[config.mk]
export PLATFORM = sky130hd
export DESIGN_NAME = flash_ctrl_regs
export DESIGN_NICKNAME = d
export VERILOG_FILES = /design/src/include/flash_ctrl_pkg.sv /design/src/design/flash_ctrl_regs.sv
export SDC_FILE = /design/constraint.sdc
export NUM_CORES = 1
export LEC_CHECK = 0
export ABC_AREA = 1
export BUFFER_PORTS_ARGS = -buffer_cell sky130_fd_sc_hd__buf_2
export CORE_MARGIN = 1.5
export CORE_UTILIZATION = 56
export CTS_CLUSTER_DIAMETER = 120
export DETAILED_ROUTE_END_ITERATION = 6
export PLACE_DENSITY = 0.8
export RECOVER_POWER = 100
export SLEW_MARGIN = 25
export SYNTH_ARGS = -nofsm -noshare
export SYNTH_HDL_FRONTEND = slang
export SYNTH_SLANG_ARGS = --single-unit
[constraint.sdc]
create_clock -name clk_in -period 15.9 [get_ports clk_in]
set_input_delay 1.59 -clock clk_in [delete_from_list [all_inputs] [get_ports clk_in]]
set_output_delay 1.59 -clock clk_in [all_outputs]
set_load 0.01 [all_outputs]
[src/include/flash_ctrl_pkg.sv]
// Purpose: Shared constants and types for the flash controller register block
// Assumes: 32-bit APB data, 8-bit byte address, one aligned word per register
// Notes: Offsets are byte addresses; reset values match the register map
`default_nettype none
package flash_ctrl_pkg;

  // Register byte offsets
  localparam logic [7:0] OFF_COMMAND = 8'h00;
  localparam logic [7:0] OFF_CONFIG = 8'h04;
  localparam logic [7:0] OFF_MASKED_STATUS = 8'h08;
  localparam logic [7:0] OFF_EVENT_MASK = 8'h0C;
  localparam logic [7:0] OFF_RAW_STATUS = 8'h10;
  localparam logic [7:0] OFF_LAST_ADDRESS = 8'h14;
  localparam logic [7:0] OFF_PROGRAM_ADDRESS = 8'h18;
  localparam logic [7:0] OFF_SIGNATURE = 8'h24;
  localparam logic [7:0] OFF_TRIM_A = 8'h28;
  localparam logic [7:0] OFF_TRIM_B = 8'h2C;
  localparam logic [7:0] OFF_WAKEUP_TRIM = 8'h30;
  localparam logic [7:0] OFF_PROGRAM_WORD_0 = 8'h40;
  localparam logic [7:0] OFF_PROGRAM_WORD_3 = 8'h4C;

  // Event bit positions, shared by mask, raw and masked status
  localparam int EVT_W = 6;
  localparam int EVT_FINISHED = 0;
  localparam int EVT_ACCEPTED = 1;
  localparam int EVT_BUSY_WRITE = 2;
  localparam int EVT_BAD_CODE = 3;
  localparam int EVT_CHECK_PASS = 4;
  localparam int EVT_ASLEEP = 5;

  // Reset values
  localparam logic [31:0] RST_COMMAND = 32'h0000_0000;
  localparam logic [31:0] RST_CONFIG = 32'h0000_0000;
  localparam logic [5:0] RST_EVENT_MASK = 6'h3F;
  localparam logic [5:0] RST_RAW_STATUS = 6'h00;
  localparam logic [31:0] RST_LAST_ADDRESS = 32'h0000_0000;
  localparam logic [31:0] RST_PROGRAM_ADDRESS = 32'h0000_0000;
  localparam logic [31:0] RST_SIGNATURE = 32'hFFFF_FFFF;
  localparam logic [31:0] RST_TRIM_A = 32'h0B06_1515;
  localparam logic [31:0] RST_TRIM_B = 32'h0B15_6506;
  localparam logic [31:0] RST_WAKEUP_TRIM = 32'h0000_0011;
  localparam logic [31:0] RST_PROGRAM_WORD = 32'hFFFF_FFFF;

  // Address step per programmed word
  localparam logic [31:0] ADDR_STEP = 32'h0000_0004;

  // Command codes
  localparam logic [7:0] CMD_PAGE_ERASE = 8'h11;
  localparam logic [7:0] CMD_WHOLE_ARRAY_ERASE = 8'h22;
  localparam logic [7:0] CMD_SINGLE_PROGRAM = 8'h33;
  localparam logic [7:0] CMD_WHOLE_ARRAY_PROGRAM = 8'h44;
  localparam logic [7:0] CMD_WHOLE_ARRAY_CHECK = 8'h55;
  localparam logic [7:0] CMD_MULTI_WORD_PROGRAM = 8'hCC;

  typedef enum logic [0:0] {
    SEQ_IDLE = 1'b0,
    SEQ_BUSY = 1'b1
  } seq_state_e;

  // Request towards the flash array sequencer
  typedef struct packed {
    logic start;
    logic [7:0] code;
    logic [31:0] addr;
  } array_req_s;

  // Status coming back from the flash array sequencer
  typedef struct packed {
    logic done;
    logic asleep;
    logic check_ok;
    logic word_done;
    logic sig_valid;
    logic [31:0] signature;
  } array_rsp_s;

  typedef logic [3:0][31:0] program_words_t;

  typedef struct packed {
    seq_state_e state;
    logic [31:0] command;
    logic [31:0] config_word;
    logic [5:0] mask;
    logic [5:0] raw;
    logic [31:0] last_addr;
    logic [31:0] prog_addr;
    logic [31:0] signature;
    logic [31:0] trim_a;
    logic [31:0] trim_b;
    logic [31:0] trim_w;
    program_words_t words;
    array_req_s req;
    logic irq;
    logic pready;
    logic pslverr;
    logic [31:0] prdata;
  } ctrl_state_s;

  localparam ctrl_state_s STATE_RESET = '{
    state: SEQ_IDLE,
    command: RST_COMMAND,
    config_word: RST_CONFIG,
    mask: RST_EVENT_MASK,
    raw: RST_RAW_STATUS,
    last_addr: RST_LAST_ADDRESS,
    prog_addr: RST_PROGRAM_ADDRESS,
    signature: RST_SIGNATURE,
    trim_a: RST_TRIM_A,
    trim_b: RST_TRIM_B,
    trim_w: RST_WAKEUP_TRIM,
    words: {4{RST_PROGRAM_WORD}},
    req: '{start: 1'b0, code: 8'h00, addr: 32'h0000_0000},
    irq: 1'b0,
    pready: 1'b0,
    pslverr: 1'b0,
    prdata: 32'h0000_0000
  };

endpackage
`default_nettype wire

[src/design/flash_ctrl_regs.sv]
// Purpose: APB register file and command front end of the flash controller
// Assumes: Flash array sequencer sits outside and answers on array_rsp_in
// Notes: One packed state struct, one always_comb, two always_ff (reset release and state)
`default_nettype none
module flash_ctrl_regs (
  // Clock and reset
  input wire logic clk_in,
  input wire logic rst_b_in,
  // APB slave
  input wire logic psel_in,
  input wire logic penable_in,
  input wire logic pwrite_in,
  input wire logic [7:0] paddr_in,
  input wire logic [31:0] pwdata_in,
  output logic [31:0] prdata_out,
  output logic pready_out,
  output logic pslverr_out,
  // Flash array side
  input wire flash_ctrl_pkg::array_rsp_s array_rsp_in,
  input wire logic [31:0] flash_last_addr_in,
  output flash_ctrl_pkg::array_req_s array_req_out,
  output flash_ctrl_pkg::program_words_t program_words_out,
  output logic [31:0] config_out,
  output logic [31:0] trim_a_out,
  output logic [31:0] trim_b_out,
  output logic [31:0] wakeup_trim_out,
  // Interrupt
  output logic irq_out
);

  // Reset release synchroniser; assertion stays asynchronous
  logic [1:0] rst_sync_q;
  logic rst_b;

  // Whole block state and its next value
  flash_ctrl_pkg::ctrl_state_s st_q;
  flash_ctrl_pkg::ctrl_state_s st_d;

  // Bus phase decode
  logic acc_start;
  logic wr_take;
  logic [5:0] evt_set;
  logic [5:0] evt_clr;
  logic [7:0] wr_code;

  // Legal command codes; anything else raises the bad-code event
  function automatic logic code_is_legal(input logic [7:0] code);
    logic ok;
    ok = 1'b0;
    unique case (code)
      flash_ctrl_pkg::CMD_PAGE_ERASE,
      flash_ctrl_pkg::CMD_WHOLE_ARRAY_ERASE,
      flash_ctrl_pkg::CMD_SINGLE_PROGRAM,
      flash_ctrl_pkg::CMD_WHOLE_ARRAY_PROGRAM,
      flash_ctrl_pkg::CMD_WHOLE_ARRAY_CHECK,
      flash_ctrl_pkg::CMD_MULTI_WORD_PROGRAM: ok = 1'b1;
      default: ok = 1'b0;
    endcase
    return ok;
  endfunction

  // Map check, used by the read path, the write path and the error answer
  function automatic logic addr_is_mapped(input logic [7:0] addr);
    logic hit;
    hit = 1'b0;
    unique case (addr)
      flash_ctrl_pkg::OFF_COMMAND,
      flash_ctrl_pkg::OFF_CONFIG,
      flash_ctrl_pkg::OFF_MASKED_STATUS,
      flash_ctrl_pkg::OFF_EVENT_MASK,
      flash_ctrl_pkg::OFF_RAW_STATUS,
      flash_ctrl_pkg::OFF_LAST_ADDRESS,
      flash_ctrl_pkg::OFF_PROGRAM_ADDRESS,
      flash_ctrl_pkg::OFF_SIGNATURE,
      flash_ctrl_pkg::OFF_TRIM_A,
      flash_ctrl_pkg::OFF_TRIM_B,
      flash_ctrl_pkg::OFF_WAKEUP_TRIM: hit = 1'b1;
      default: hit = (addr >= flash_ctrl_pkg::OFF_PROGRAM_WORD_0) &&
                     (addr <= flash_ctrl_pkg::OFF_PROGRAM_WORD_3) &&
                     (addr[1:0] == 2'h0);
    endcase
    return hit;
  endfunction

  // Read mux over the current state
  function automatic logic [31:0] read_word(input flash_ctrl_pkg::ctrl_state_s s,
                                            input logic [7:0] addr);
    logic [31:0] val;
    val = 32'h0000_0000;
    unique case (addr)
      flash_ctrl_pkg::OFF_COMMAND: val = s.command;
      flash_ctrl_pkg::OFF_CONFIG: val = s.config_word;
      flash_ctrl_pkg::OFF_MASKED_STATUS: val = {26'h000_0000, s.raw & s.mask};
      flash_ctrl_pkg::OFF_EVENT_MASK: val = {26'h000_0000, s.mask};
      flash_ctrl_pkg::OFF_RAW_STATUS: val = {26'h000_0000, s.raw};
      flash_ctrl_pkg::OFF_LAST_ADDRESS: val = s.last_addr;
      flash_ctrl_pkg::OFF_PROGRAM_ADDRESS: val = s.prog_addr;
      flash_ctrl_pkg::OFF_SIGNATURE: val = s.signature;
      flash_ctrl_pkg::OFF_TRIM_A: val = s.trim_a;
      flash_ctrl_pkg::OFF_TRIM_B: val = s.trim_b;
      flash_ctrl_pkg::OFF_WAKEUP_TRIM: val = s.trim_w;
      default:
      begin
        if (addr_is_mapped(addr))
        begin
          val = s.words[addr[3:2]];
        end
      end
    endcase
    return val;
  endfunction

  // Reset release through two flops so no flop leaves reset mid-edge
  always_ff @(posedge clk_in or negedge rst_b_in)
  begin
    if (!rst_b_in)
    begin
      rst_sync_q <= 2'b00;
    end
    else
    begin
      rst_sync_q <= {rst_sync_q[0], 1'b1};
    end
  end

  assign rst_b = rst_sync_q[1];

  // Access phase first cycle, and the edge where a write lands
  assign acc_start = psel_in && penable_in && !st_q.pready;
  assign wr_take = psel_in && penable_in && st_q.pready && pwrite_in;
  assign wr_code = pwdata_in[7:0];

  // Next-state logic for bus, events and command front end
  always_comb
  begin
    st_d = st_q;
    evt_set = 6'h00;
    evt_clr = 6'h00;

    // Pulse outputs last one cycle
    st_d.req.start = 1'b0;

    // Registered answer: pready rises one cycle into the access phase
    st_d.pready = acc_start;
    if (acc_start)
    begin
      st_d.pslverr = !addr_is_mapped(paddr_in);
      st_d.prdata = pwrite_in ? 32'h0000_0000 : read_word(st_q, paddr_in);
    end
    else
    begin
      st_d.pslverr = 1'b0;
      st_d.prdata = 32'h0000_0000;
    end

    // Size indication follows the array every cycle, never software
    st_d.last_addr = flash_last_addr_in;

    // Register writes take effect on the completing edge only
    if (wr_take)
    begin
      unique case (paddr_in)
        flash_ctrl_pkg::OFF_COMMAND:
        begin
          st_d.command = pwdata_in;
          if (!code_is_legal(wr_code))
          begin
            evt_set[flash_ctrl_pkg::EVT_BAD_CODE] = 1'b1;
          end
          else if (st_q.state == flash_ctrl_pkg::SEQ_BUSY)
          begin
            evt_set[flash_ctrl_pkg::EVT_BUSY_WRITE] = 1'b1;
          end
          else if (array_rsp_in.asleep)
          begin
            // Array cannot take the command while asleep; nothing starts
            evt_set[flash_ctrl_pkg::EVT_ASLEEP] = 1'b1;
          end
          else
          begin
            st_d.state = flash_ctrl_pkg::SEQ_BUSY;
            st_d.req.start = 1'b1;
            st_d.req.code = wr_code;
            st_d.req.addr = st_q.prog_addr;
            evt_set[flash_ctrl_pkg::EVT_ACCEPTED] = 1'b1;
          end
        end
        flash_ctrl_pkg::OFF_CONFIG: st_d.config_word = pwdata_in;
        flash_ctrl_pkg::OFF_MASKED_STATUS:
        begin
          evt_clr = pwdata_in[5:0];
        end
        flash_ctrl_pkg::OFF_EVENT_MASK:
        begin
          st_d.mask = pwdata_in[5:0];
        end
        flash_ctrl_pkg::OFF_RAW_STATUS:
        begin
          evt_clr = pwdata_in[5:0];
        end
        flash_ctrl_pkg::OFF_PROGRAM_ADDRESS: st_d.prog_addr = pwdata_in;
        flash_ctrl_pkg::OFF_TRIM_A: st_d.trim_a = pwdata_in;
        flash_ctrl_pkg::OFF_TRIM_B: st_d.trim_b = pwdata_in;
        flash_ctrl_pkg::OFF_WAKEUP_TRIM: st_d.trim_w = pwdata_in;
        default:
        begin
          // Read-only and unmapped words swallow the write
          if (addr_is_mapped(paddr_in) && paddr_in >= flash_ctrl_pkg::OFF_PROGRAM_WORD_0)
          begin
            st_d.words[paddr_in[3:2]] = pwdata_in;
          end
        end
      endcase
    end

    // Array steps the address per programmed word; hardware beats software
    if (array_rsp_in.word_done)
    begin
      st_d.prog_addr = st_q.prog_addr + flash_ctrl_pkg::ADDR_STEP;
    end

    // Signature only changes when the array hands over a new one
    if (array_rsp_in.sig_valid)
    begin
      st_d.signature = array_rsp_in.signature;
    end

    // Completion ends the busy phase and reports the outcome
    if (st_q.state == flash_ctrl_pkg::SEQ_BUSY && array_rsp_in.done)
    begin
      st_d.state = flash_ctrl_pkg::SEQ_IDLE;
      evt_set[flash_ctrl_pkg::EVT_FINISHED] = 1'b1;
      if (st_q.req.code == flash_ctrl_pkg::CMD_WHOLE_ARRAY_CHECK && array_rsp_in.check_ok)
      begin
        evt_set[flash_ctrl_pkg::EVT_CHECK_PASS] = 1'b1;
      end
    end

    // Set wins over a same-cycle clear so no event is lost
    st_d.raw = (st_q.raw & ~evt_clr) | evt_set;

    // Interrupt level from the next raw and mask, so it tracks them exactly
    st_d.irq = |(st_d.raw & st_d.mask);
  end

  // Single state register
  always_ff @(posedge clk_in or negedge rst_b)
  begin
    if (!rst_b)
    begin
      st_q <= flash_ctrl_pkg::STATE_RESET;
    end
    else
    begin
      st_q <= st_d;
    end
  end

  // All outputs straight from state flops
  assign prdata_out = st_q.prdata;
  assign pready_out = st_q.pready;
  assign pslverr_out = st_q.pslverr;
  assign array_req_out = st_q.req;
  assign program_words_out = st_q.words;
  assign config_out = st_q.config_word;
  assign trim_a_out = st_q.trim_a;
  assign trim_b_out = st_q.trim_b;
  assign wakeup_trim_out = st_q.trim_w;
  assign irq_out = st_q.irq;

endmodule
`default_nettype wire

==> Word level (Yosys, flattened, before mapping) <==
Index checks and enable logic that the tools add are counted.
Widths: inputs -> output; s select.
{ "op_classes": {"n_addsub": 1, "n_lt_le_gt_ge": 4, "eq_ne": 17, "n_mux": 50, "n_bitwise": 8, "reduce_logical": 33} }
{ "op_table": {"columns": ["cell", "n"], "rows": [
  ["$pmux 32 s11", 1],
  ["$mux 32", 8],
  ["$mux 41", 5],
  ["$bwmux 128", 1],
  ["$mux 71", 1],
  ["$mux 33", 2],
  ["$bmux 32 s2", 1],
  ["$demux 32 s2", 1],
  ["$eq 8x6->1 const B", 6],
  ["$add 32x3->32 const B", 1],
  ["$eq 8x5->1 const B", 4],
  ["$eq 8x7->1 const B", 3],
  ["$mux 1", 24],
  ["$and 6x6->6", 3],
  ["$mux 6", 3],
  ["$eq 8x4->1 const B", 2],
  ["$reduce_and 2->1", 6],
  ["$reduce_or 6->1", 2],
  ["$reduce_or 11->1", 1],
  ["$logic_and 1x1->1", 10],
  ["$reduce_bool 2->1", 5],
  ["$reduce_or 9->1", 1],
  ["$eq 8x3->1 const B", 1],
  ["$eq 8x8->1 const B", 1],
  ["other kinds (15)", 20]
]} }
{ "word_totals": {"ff_bits": 475, "inputBits": 114, "out_inout_bits": 332, "elab_cells": 136} }

==> Logic depth before layout (Yosys ltp) <==
Gate-level depths: netlist (run 1).
{ "logic_depth": {"ltp_word": 11, "ltp_mapped": 14, "mapped_depth_nobuf": 12} }

==> Worst setup path before layout (run 1) <==
No wires, ideal clock.
{ "synth_path": {"path_kind": "input-to-reg", "start": "in paddr_in[3]", "end": "reg st_q (netlist bit prdata_out[17])", "arrival_time_ns": 2.931, "required_time_ns": 15.783, "setup_slack_ns": 12.852, "stages": 12, "path_buffers": 3, "path_cell_list": "buf_4 > inv_2 > nor2_4 > nand2_2 > nor2_4 > nor2_2 > nand3_4 > inv_2 > buf_4 > buf_6 > nor2_1 > nor2_1"} }
{ "synth_lines": {"columns": ["item", "line", "source"], "rows": [
  ["start: declaration", "flash_ctrl_regs.sv:13", "input wire logic [7:0] paddr_in,"],
  ["end signal: assignment", "flash_ctrl_regs.sv:251", "st_q <= flash_ctrl_pkg::STATE_RESET;"],
  ["end signal: assignment", "flash_ctrl_regs.sv:255", "st_q <= st_d;"],
  ["end: declaration", "flash_ctrl_regs.sv:36", "flash_ctrl_pkg::ctrl_state_s st_q;"]
]} }

==> Final worst setup path (run 1) <==
{ "layout_path": {"start": "in paddr_in[2]", "end": "reg st_q (netlist bit config_out[2])"} }
{ "layout_between": {"elab_chain_len": 2} }
{ "layout_rtl": {"columns": ["item", "line", "source"], "rows": [
  ["$eq 8x3->1", "flash_ctrl_regs.sv:162", "unique case (paddr_in)"],
  ["$reduce_and 2->1 (no line)", null, null]
]} }
Every way passes these cells.
A chain may end at the register's enable or synchronous reset.

==> reports/summary.md, run 1 <==
- Num CTS Buffers: 49
- I/O pin count: 446
- GRT Util Overall: 0.348
- floorplan row count: 75
- total buffers and inverters traversed by the critical path: 2
- tightest slew margin relative to the limit: -1.81
- total iterations of the first detailed-routing run: 5
- setup ws final: 7.53 ns
- most used flip-flop cell after synthesis: dfrtp_1
- global route overflow: 0
- run status: complete, but fails checks
- R2R Path Start: rst_sync_q[1]$_DFF_PN0_
- routed length per instance: 22.7 µm
- placed inst area: 0.0236 mm²
- Worst Skew: 0.0177 ns
- worst slack, placed: 11.01 ns
- Floorplan Core Area: 0.0419 mm²
- die extent in x: 209 µm
- RSZ-0062 raised after global routing: false
- number of nets produced by synthesis: 2,852
- synthesized area divided by synthesized cell count: 8.67 µm²
- number of hold-slack violations in the final timing report: 0
- clock net sink count: 475
- leading cell type in the layout, fill and taps excluded: nand2_1
- area added between synthesis and finish: 3.78%
- cell area after layout: 0.0246 mm²
- transition time at the pin with the least slew margin: 4.22 ns
- share of cells above drive strength 1: 0.146
- Critical Path Max Stage Delay: 2.10 ns
- met2 WL post-DR: 36,100 µm
- largest driver fanout on the critical path: 64
- die height: 209 µm
- number of nets with antenna violations after routing: 0
- clock period minus final worst setup slack: 8.37 ns
- critical path launch point type: input pin
- NetSw: 0.000639 W
- number of endpoints failing setup at the final stage: 0
- portion of total power attributed to the clock network: 0.447
- maximum clock path buffer count: 3
- initial drt markers: 1,671
- maximum frequency from static timing analysis: 119 MHz
- Comb pwr share: 0.064
- Power Dens Cells: 105 mW/mm²
- Final Max Slew Viols: 1,100
- cells resized by post-CTS repair: 0
- Worst R2R Setup Slack: 7.96 ns
- Post-Layout Cell Count: 3,378
- number of vias in the routed layout: 19,200
- final hold slack: 0.342 ns
- wire length of the first global-routing pass: 114,000 µm
- share of the clock period used by the worst path: 0.526
- H-tree levels: 2
- share of the yosys chip area belonging to registers: 0.511
- proportion of register bits with asynchronous set or reset after synthesis: 1.00
- clock latency on the worst-skew pair: 0.60 ns
- number of storage elements in the synthesis netlist: 475
- P_int: 0.00196 W
- final weighted congestion of routability-driven global placement: 1.05
- floorplan die area: 0.0436 mm²
- cell repeated most along the worst path: nor2_1
- # fillers: 3,897
- Hold WC Path Type: flop to async pin
- total stage count of the critical path: 7
- via count of the first global-routing pass: 18,500
- required time at the endpoint of the critical path: 16.34 ns
- buffers added on ports: 445
- Final Routed Wirelength: 76,800 µm
- highest-count cells in the layout ignoring fill and taps: 751 x nand2_1, 436 x o21ai_0, 284 x dfrtp_1, 283 x clkbuf_1
- number of maximum-capacitance violations: 20
- estimated wirelength of the detail-placed design: 54,500 µm
- root buffer cell: clkbuf_16
- largest delay contributor family on the critical path: simple AND/OR/NAND/NOR gates
- highest ir drop seen on vdd: 0.000111 V
- total placed cells including tap cells: 3,283
- setup_tns: 0 ns
- met3 WL: 6660 µm
- static leakage: 11.1 nW
- number of antenna violations at the first check in global routing: 5
- post-CTS setup repair buffer count: 0
- Setup crit end kind: flop
- Starting Density: 0.567
- failing checks: capacitance limit, slew limit
- TritonCTS clock tree: yes
- destination of the critical timing path: config_out[2]$_DFFE_PN0P_
- Final Net Count: 2,911
- top routing layer in use: met5
- slowest stage cell, crit path: nor2_1
- path type of the worst setup path: input pin to flop
- Post-Route M1 WL: 29,600 µm
- Crit Reg-Reg Endpoint: config_out[19]$_DFFE_PN0P_
- total standard cell area after synthesis: 0.0237 mm²
- clock transition at the register clock pins on the worst setup and hold paths after CTS: 0.06 ns
- startpoint of the worst setup timing path: paddr_in[2]
- number of enable-type register cells in the synthesized netlist: 0
- post-DR vias/cell: 5.67
- library cells used by synthesis: 43
- Yosys warnings: 0
- Post-CTS Hold Buffers: 0
- Net Sw Frac: 0.246
- sequential share of power: 0.490
- cell count of the worst reg-to-reg path: 4
- data arrival at the endpoint of the critical path: 8.81 ns
- maximum number of pins on one net before global-route repair: 83
- Cell Chain, Critical Path: buf_2 -> inv_2 -> nor2_1 -> nand2_4 -> nor2_1 -> nand2_1 -> o21ai_0
- DRC Markers: 0
- count of mapped cells out of synthesis: 2,737
==> power by group through the flow <==
stage | registers (W) | logic [W] | clock network (W)
finish | 0.00127 | 0.000165 | 0.00116
global placement | 0.00129 | 0.000162 | 0
global route | 0.00127 | 0.000181 | 0.00122
floorplan | 0.00130 | 0.0000829 | 0
detailed placement | 0.00130 | 0.000166 | 0
CTS | 0.00128 | 0.000167 | 0.00117
==> synthesized netlist by cell type (5+ instances only) <==
library cell	n	area share
a21oi_1	50	0.011
a22oi_1	30	0.0095
buf_1	6	0.00095
buf_2	27	0.0057
buf_4	335	0.11
buf_6	19	0.0090
clkbuf_1	67	0.011
dfrtp_1	284	0.30
dfstp_2	191	0.21
inv_1	184	0.029
inv_2	10	0.0016
mux2_2	20	0.0095
nand2_1	745	0.12
nand2_2	6	0.0016
nand3_1	77	0.016
nand3_4	5	0.0037
nand3b_1	11	0.0035
nand4_1	11	0.0029
nor2_1	111	0.018
nor2_2	5	0.0013
nor2_4	9	0.0043
nor3_1	9	0.0019
o211ai_1	20	0.0063
o21ai_0	303	0.064
o21ai_1	113	0.024
o21ai_2	29	0.011
o221ai_1	12	0.0044
o22ai_1	16	0.0042
xor2_1	8	0.0030
==> kinds of logic (layout without fill, tap and decap cells) <==
logic type / Yosys count / in the layout / share of synthesized area
simple gates: 1001 / 1001 / 0.177
buf+inv: 649 / 749 / 0.163
mux: 20 / 20 / 0.00949
flops: 475 / 475 / 0.511
xor+xnor: 8 / 8 / 0.00295
fa+ha+maj: 1 / 1 / 0.000527
compound gates: 582 / 582 / 0.136
other cells: 1 / 3 / 0.000158
==> worst min-delay path by stage <==
stage,start,end,cells past startpoint
after floorplan,rst_sync_q[0]$_DFF_PN0_,rst_sync_q[1]$_DFF_PN0_,0
after global placement,rst_sync_q[0]$_DFF_PN0_,rst_sync_q[1]$_DFF_PN0_,0
after detailed placement,rst_sync_q[0]$_DFF_PN0_,rst_sync_q[1]$_DFF_PN0_,0
after CTS,rst_sync_q[0]$_DFF_PN0_,rst_sync_q[1]$_DFF_PN0_,0
after global routing,rst_sync_q[0]$_DFF_PN0_,rst_sync_q[1]$_DFF_PN0_,0
final,rst_sync_q[1]$_DFF_PN0_,st_q[395]$_DFF_PN0_,0
==> sequential cells by signal, summed over array words and instances (netlist names) <==
register	flops
array_req_out	41
config_out	32
irq_out	1
prdata_out	32
pready_out	1
program_words_out	128
pslverr_out	1
rst_sync_q	2
st_q	141
trim_a_out	32
trim_b_out	32
wakeup_trim_out	32
==> final cells by class <==
| type | instances | area (µm²) | area share |
|---|---|---|---|
| diodes | 2 | 5.00 | 0.000203 |
| multi-input cells | 1613 | 7490 | 0.304 |
| inverters | 195 | 734 | 0.0298 |
| flip-flops and latches | 475 | 12100 | 0.492 |
| clock buffers | 75 | 1430 | 0.0579 |
| repair buffers | 462 | 2010 | 0.0814 |
| clock inverters | 17 | 175 | 0.00711 |
| well taps | 539 | 674 | 0.0274 |
==> per-stage QoR <==
step           utilization  power [W]
3_5_place_dp         0.565    0.00146
4_1_cts              0.603    0.00261
6_report             0.589    0.00260
2_1_floorplan            -    0.00138
3_3_place_gp         0.565    0.00146
5_1_grt              0.589    0.00267
==> layer usage <==
metal	vias up	track usage
met5	-	0
met4	2	0.196
met3	220	0.0660
met2	1021	0.564
met1	9282	0.441
li1	8628	-
Note: power is estimated with default switching activity, not from simulation.
==> run 2: changes to the inputs <==
Settings changed: ABC_AREA 1 to 0, PLACE_DENSITY 0.8 to 0.81.
Clock period 15.9 ns to 7.9 ns, I/O delays scaled along.
==> reports/summary.md, run 2 <==
- Worst Skew: 0.0276 ns, +0.00986 ns
- count of mapped cells out of synthesis: 1,986, -27%
- setup_tns: 0 ns, unchanged
- R2R Path Start: pready_out$_DFF_PN0_
- floorplan row count: 74, -1.3%
- Final Routed Wirelength: 72,800 µm, -5.2%
- number of hold-slack violations in the final timing report: 0, unchanged
- proportion of register bits with asynchronous set or reset after synthesis: 1.00, unchanged
- maximum number of pins on one net before global-route repair: 145, +75%
- GRT Util Overall: 0.335, -0.0135
- DRC Markers: 1, +1
- Crit Reg-Reg Endpoint: st_q[340]$_DFFE_PN0P_
- path type of the worst setup path: input pin to flop
- Yosys warnings: 0, unchanged
- Num CTS Buffers: 49, unchanged
- number of cells on the worst hold path: 1
- met3 WL: 7880 µm, +18%
- wire length of the first global-routing pass: 108,000 µm, -5.5%
- TritonCTS clock tree: yes
- cells resized by post-CTS repair: 0, unchanged
- clock period minus final worst setup slack: 5.53 ns
- Floorplan Core Area: 0.0411 mm², -1.8%
- tightest slew margin relative to the limit: -0.872, +0.942
- share of cells above drive strength 1: 0.343, +0.196
- number of vias in the routed layout: 16,500, -14%
- floorplan die area: 0.0431 mm², -1.2%
- number of antenna violations at the first check in global routing: 2, -3
- setup ws final: 2.37 ns, -5.16 ns
- Post-CTS Hold Buffers: 1, +1
- H-tree levels: 2, unchanged
- most repeated cell in the gate-level netlist after synthesis: buf_4
- most used flip-flop cell after synthesis: dfrtp_1
- synthesized area divided by synthesized cell count: 11.8 µm², +36%
- maximum frequency from static timing analysis: 181 MHz
- library cells used by synthesis: 79, +84%
- post-DR vias/cell: 6.29, +11%
- share of the yosys chip area belonging to registers: 0.517, +0.00638
- number of endpoints failing setup at the final stage: 0, unchanged
- Post-Route M1 WL: 29,000 µm, -1.9%
- total placed cells including tap cells: 2,524, -23%
- clock latency on the worst-skew pair: 0.59 ns, about the same
- final weighted congestion of routability-driven global placement: 0.983, -6.3%
- Setup crit end kind: flop
- leading cell types by count after synthesis: 339 x buf_4, 284 x dfrtp_1, 278 x mux2_2, 245 x nand2_1, 191 x dfstp_2
- highest-count cells in the layout ignoring fill and taps: 297 x clkbuf_1, 284 x dfrtp_1, 274 x mux2_2, 246 x nand2_1, 166 x buf_2
- maximum clock path buffer count: 3, unchanged
- buffers added on ports: 445, unchanged
- global route overflow: 0, unchanged
- clock net sink count: 475, unchanged
- run status: complete, but fails checks
- static leakage: 11.1 nW, +0.17%
- Antenna diodes: 0, -2
- Worst R2R Setup Slack: 4.19 ns, -3.77 ns
- share of the clock period used by the worst path: 0.700
- cell count of the worst reg-to-reg path: 4, unchanged
- number of nets with antenna violations after routing: 0, unchanged
- number of enable-type register cells in the synthesized netlist: 0, unchanged
- top routing layer in use: met4
- root buffer cell: clkbuf_16
- Hold WC Path Type: input pin to flop
- estimated wirelength of the detail-placed design: 50,600 µm, -7.1%
- routed length per instance: 27.8 µm, +22%
- critical path launch point type: input pin
- clock transition at the register clock pins on the worst setup and hold paths after CTS: 0.07 ns, about the same
- number of storage elements in the synthesis netlist: 475, unchanged
- Final Net Count: 2,160, -26%
- initial drt markers: 1,901, +14%
- hold_sp: flash_last_addr_in[26]
- Synth area leaders: dfrtp_1 30%, dfstp_2 21%, mux2_2 13%
- leading cell type in the layout, fill and taps excluded: clkbuf_1
- Worst Hold Path EP: st_q[390]$_DFF_PN0_
- Power Dens Cells: 216 mW/mm², +100%
- number of maximum-capacitance violations: 16, -20%
- data arrival at the endpoint of the critical path: 6.03 ns, -2.78 ns
- die extent in x: 208 µm, -0.61%
- PnR Total Power: 0.00534 W, +110%
- met2 WL post-DR: 32,300 µm, -10%
- worst slack, placed: 3.86 ns, -7.15 ns
- required time at the endpoint of the critical path: 8.39 ns, -7.95 ns
- via count of the first global-routing pass: 16,500, -11%
- total iterations of the first detailed-routing run: 7, +2
- I/O pin count: 446, unchanged
- post-CTS setup repair buffer count: 0, unchanged
- highest ir drop seen on vdd: 0.000201 V, +80%
- flip-flop count of the largest register, all copies and words added: 141, unchanged
- total standard cell area after synthesis: 0.0234 mm², -1.2%
- Post-Layout Cell Count: 2,616, -23%
- post-layout util: 0.601, +0.0127
- Final Max Slew Viols: 535, -51%
- RSZ-0062 raised after global routing: false
- area added between synthesis and finish: 5.45%
- post-synth top area share: 0.303, +0.00374
- register name with the most flops: st_q
- transition time at the pin with the least slew margin: 2.81 ns, -1.41 ns
- largest driver fanout on the critical path: 45, -30%
- cell type with the highest aggregate area in the netlist: dfrtp_1
- Starting Density: 0.570, +0.00313
- die height: 208 µm, -0.61%
- failing checks: DRC, capacitance limit, slew limit
- number of nets produced by synthesis: 2,101, -26%
==> run 2: changes by cell type after synthesis, moves of 29 or more <==
cell	previous run	this run
a222oi_1	0	36
inv_1	184	9
mux2_2	20	278
mux4_2	0	32
nand2_1	745	245
nand3_1	77	25
nor2_1	111	75
o21ai_0	303	18
o21ai_1	113	0
o21ai_2	29	0
==> run 2: cell families after synthesis <==
logic type	after synthesis	synth area share
compound gates	267	0.0857
fa+ha+maj	2	0.000960
other cells	1	0.000160
simple gates	428	0.0842
mux	337	0.177
xor+xnor	1	0.000374
buf+inv	475	0.135
flops	475	0.517
==> run 2: worst max-delay path by stage <==
stage	start	cells after the start	slack, ns	to
global route	paddr_in[3]	7	2.25	st_q[346]$_DFFE_PN0P_
floorplan	rst_sync_q[1]$_DFF_PN0_	0	0.34	array_req_out[0]$_DFFE_PN0P_
detailed placement	paddr_in[1]	6	3.86	program_words_out[59]$_DFFE_PN1P_
CTS	paddr_in[1]	6	4.48	program_words_out[40]$_DFFE_PN1P_
global placement	paddr_in[1]	6	3.98	program_words_out[59]$_DFFE_PN1P_
finish	paddr_in[3]	7	2.37	st_q[359]$_DFFE_PN0P_
==> run 2: where the power goes <==
part	switching (W)	leakage [nW]	internal, W
combinational	0.000209	4.47	0.000106
sequential	0.0000841	5.81	0.00251
clock	0.000975	0.843	0.00146
==> run 2: critical path, stage by stage <==
cell	delay, ns
clkbuf_1	1.10
nor4b_1	0.35
clkbuf_1	2.02
nand3_1	0.55
nor2_2	0.78
a211oi_1	0.11
a311oi_1	0.29
==> run 2: cell type report <==
class | count | area [µm²]
Clock inverter | 16 | 213
Fill cell | 3459 | 16400
Timing Repair Buffer | 473 | 2080
Multi-Input combinational cell | 1036 | 8120
Clock buffer | 74 | 1480
Inverter | 10 | 37.5
Tap cell | 532 | 666
Sequential cell | 475 | 12100
==> run 2: routing by layer <==
layer,GRT usage,up-vias
met1,0.454,8352
met2,0.502,1062
met5,0,-
li1,-,6835
met4,0.158,0
met3,0.0912,206
==> run 2: through the flow <==
stage          cell area [µm²]  hold WS [ns]
3_5_place_dp             23500         0.341
2_1_floorplan            23500         0.331
4_1_cts                  25200         0.280
3_3_place_gp             23500         0.337
6_report                 24700         0.304
5_1_grt                  24700         0.287
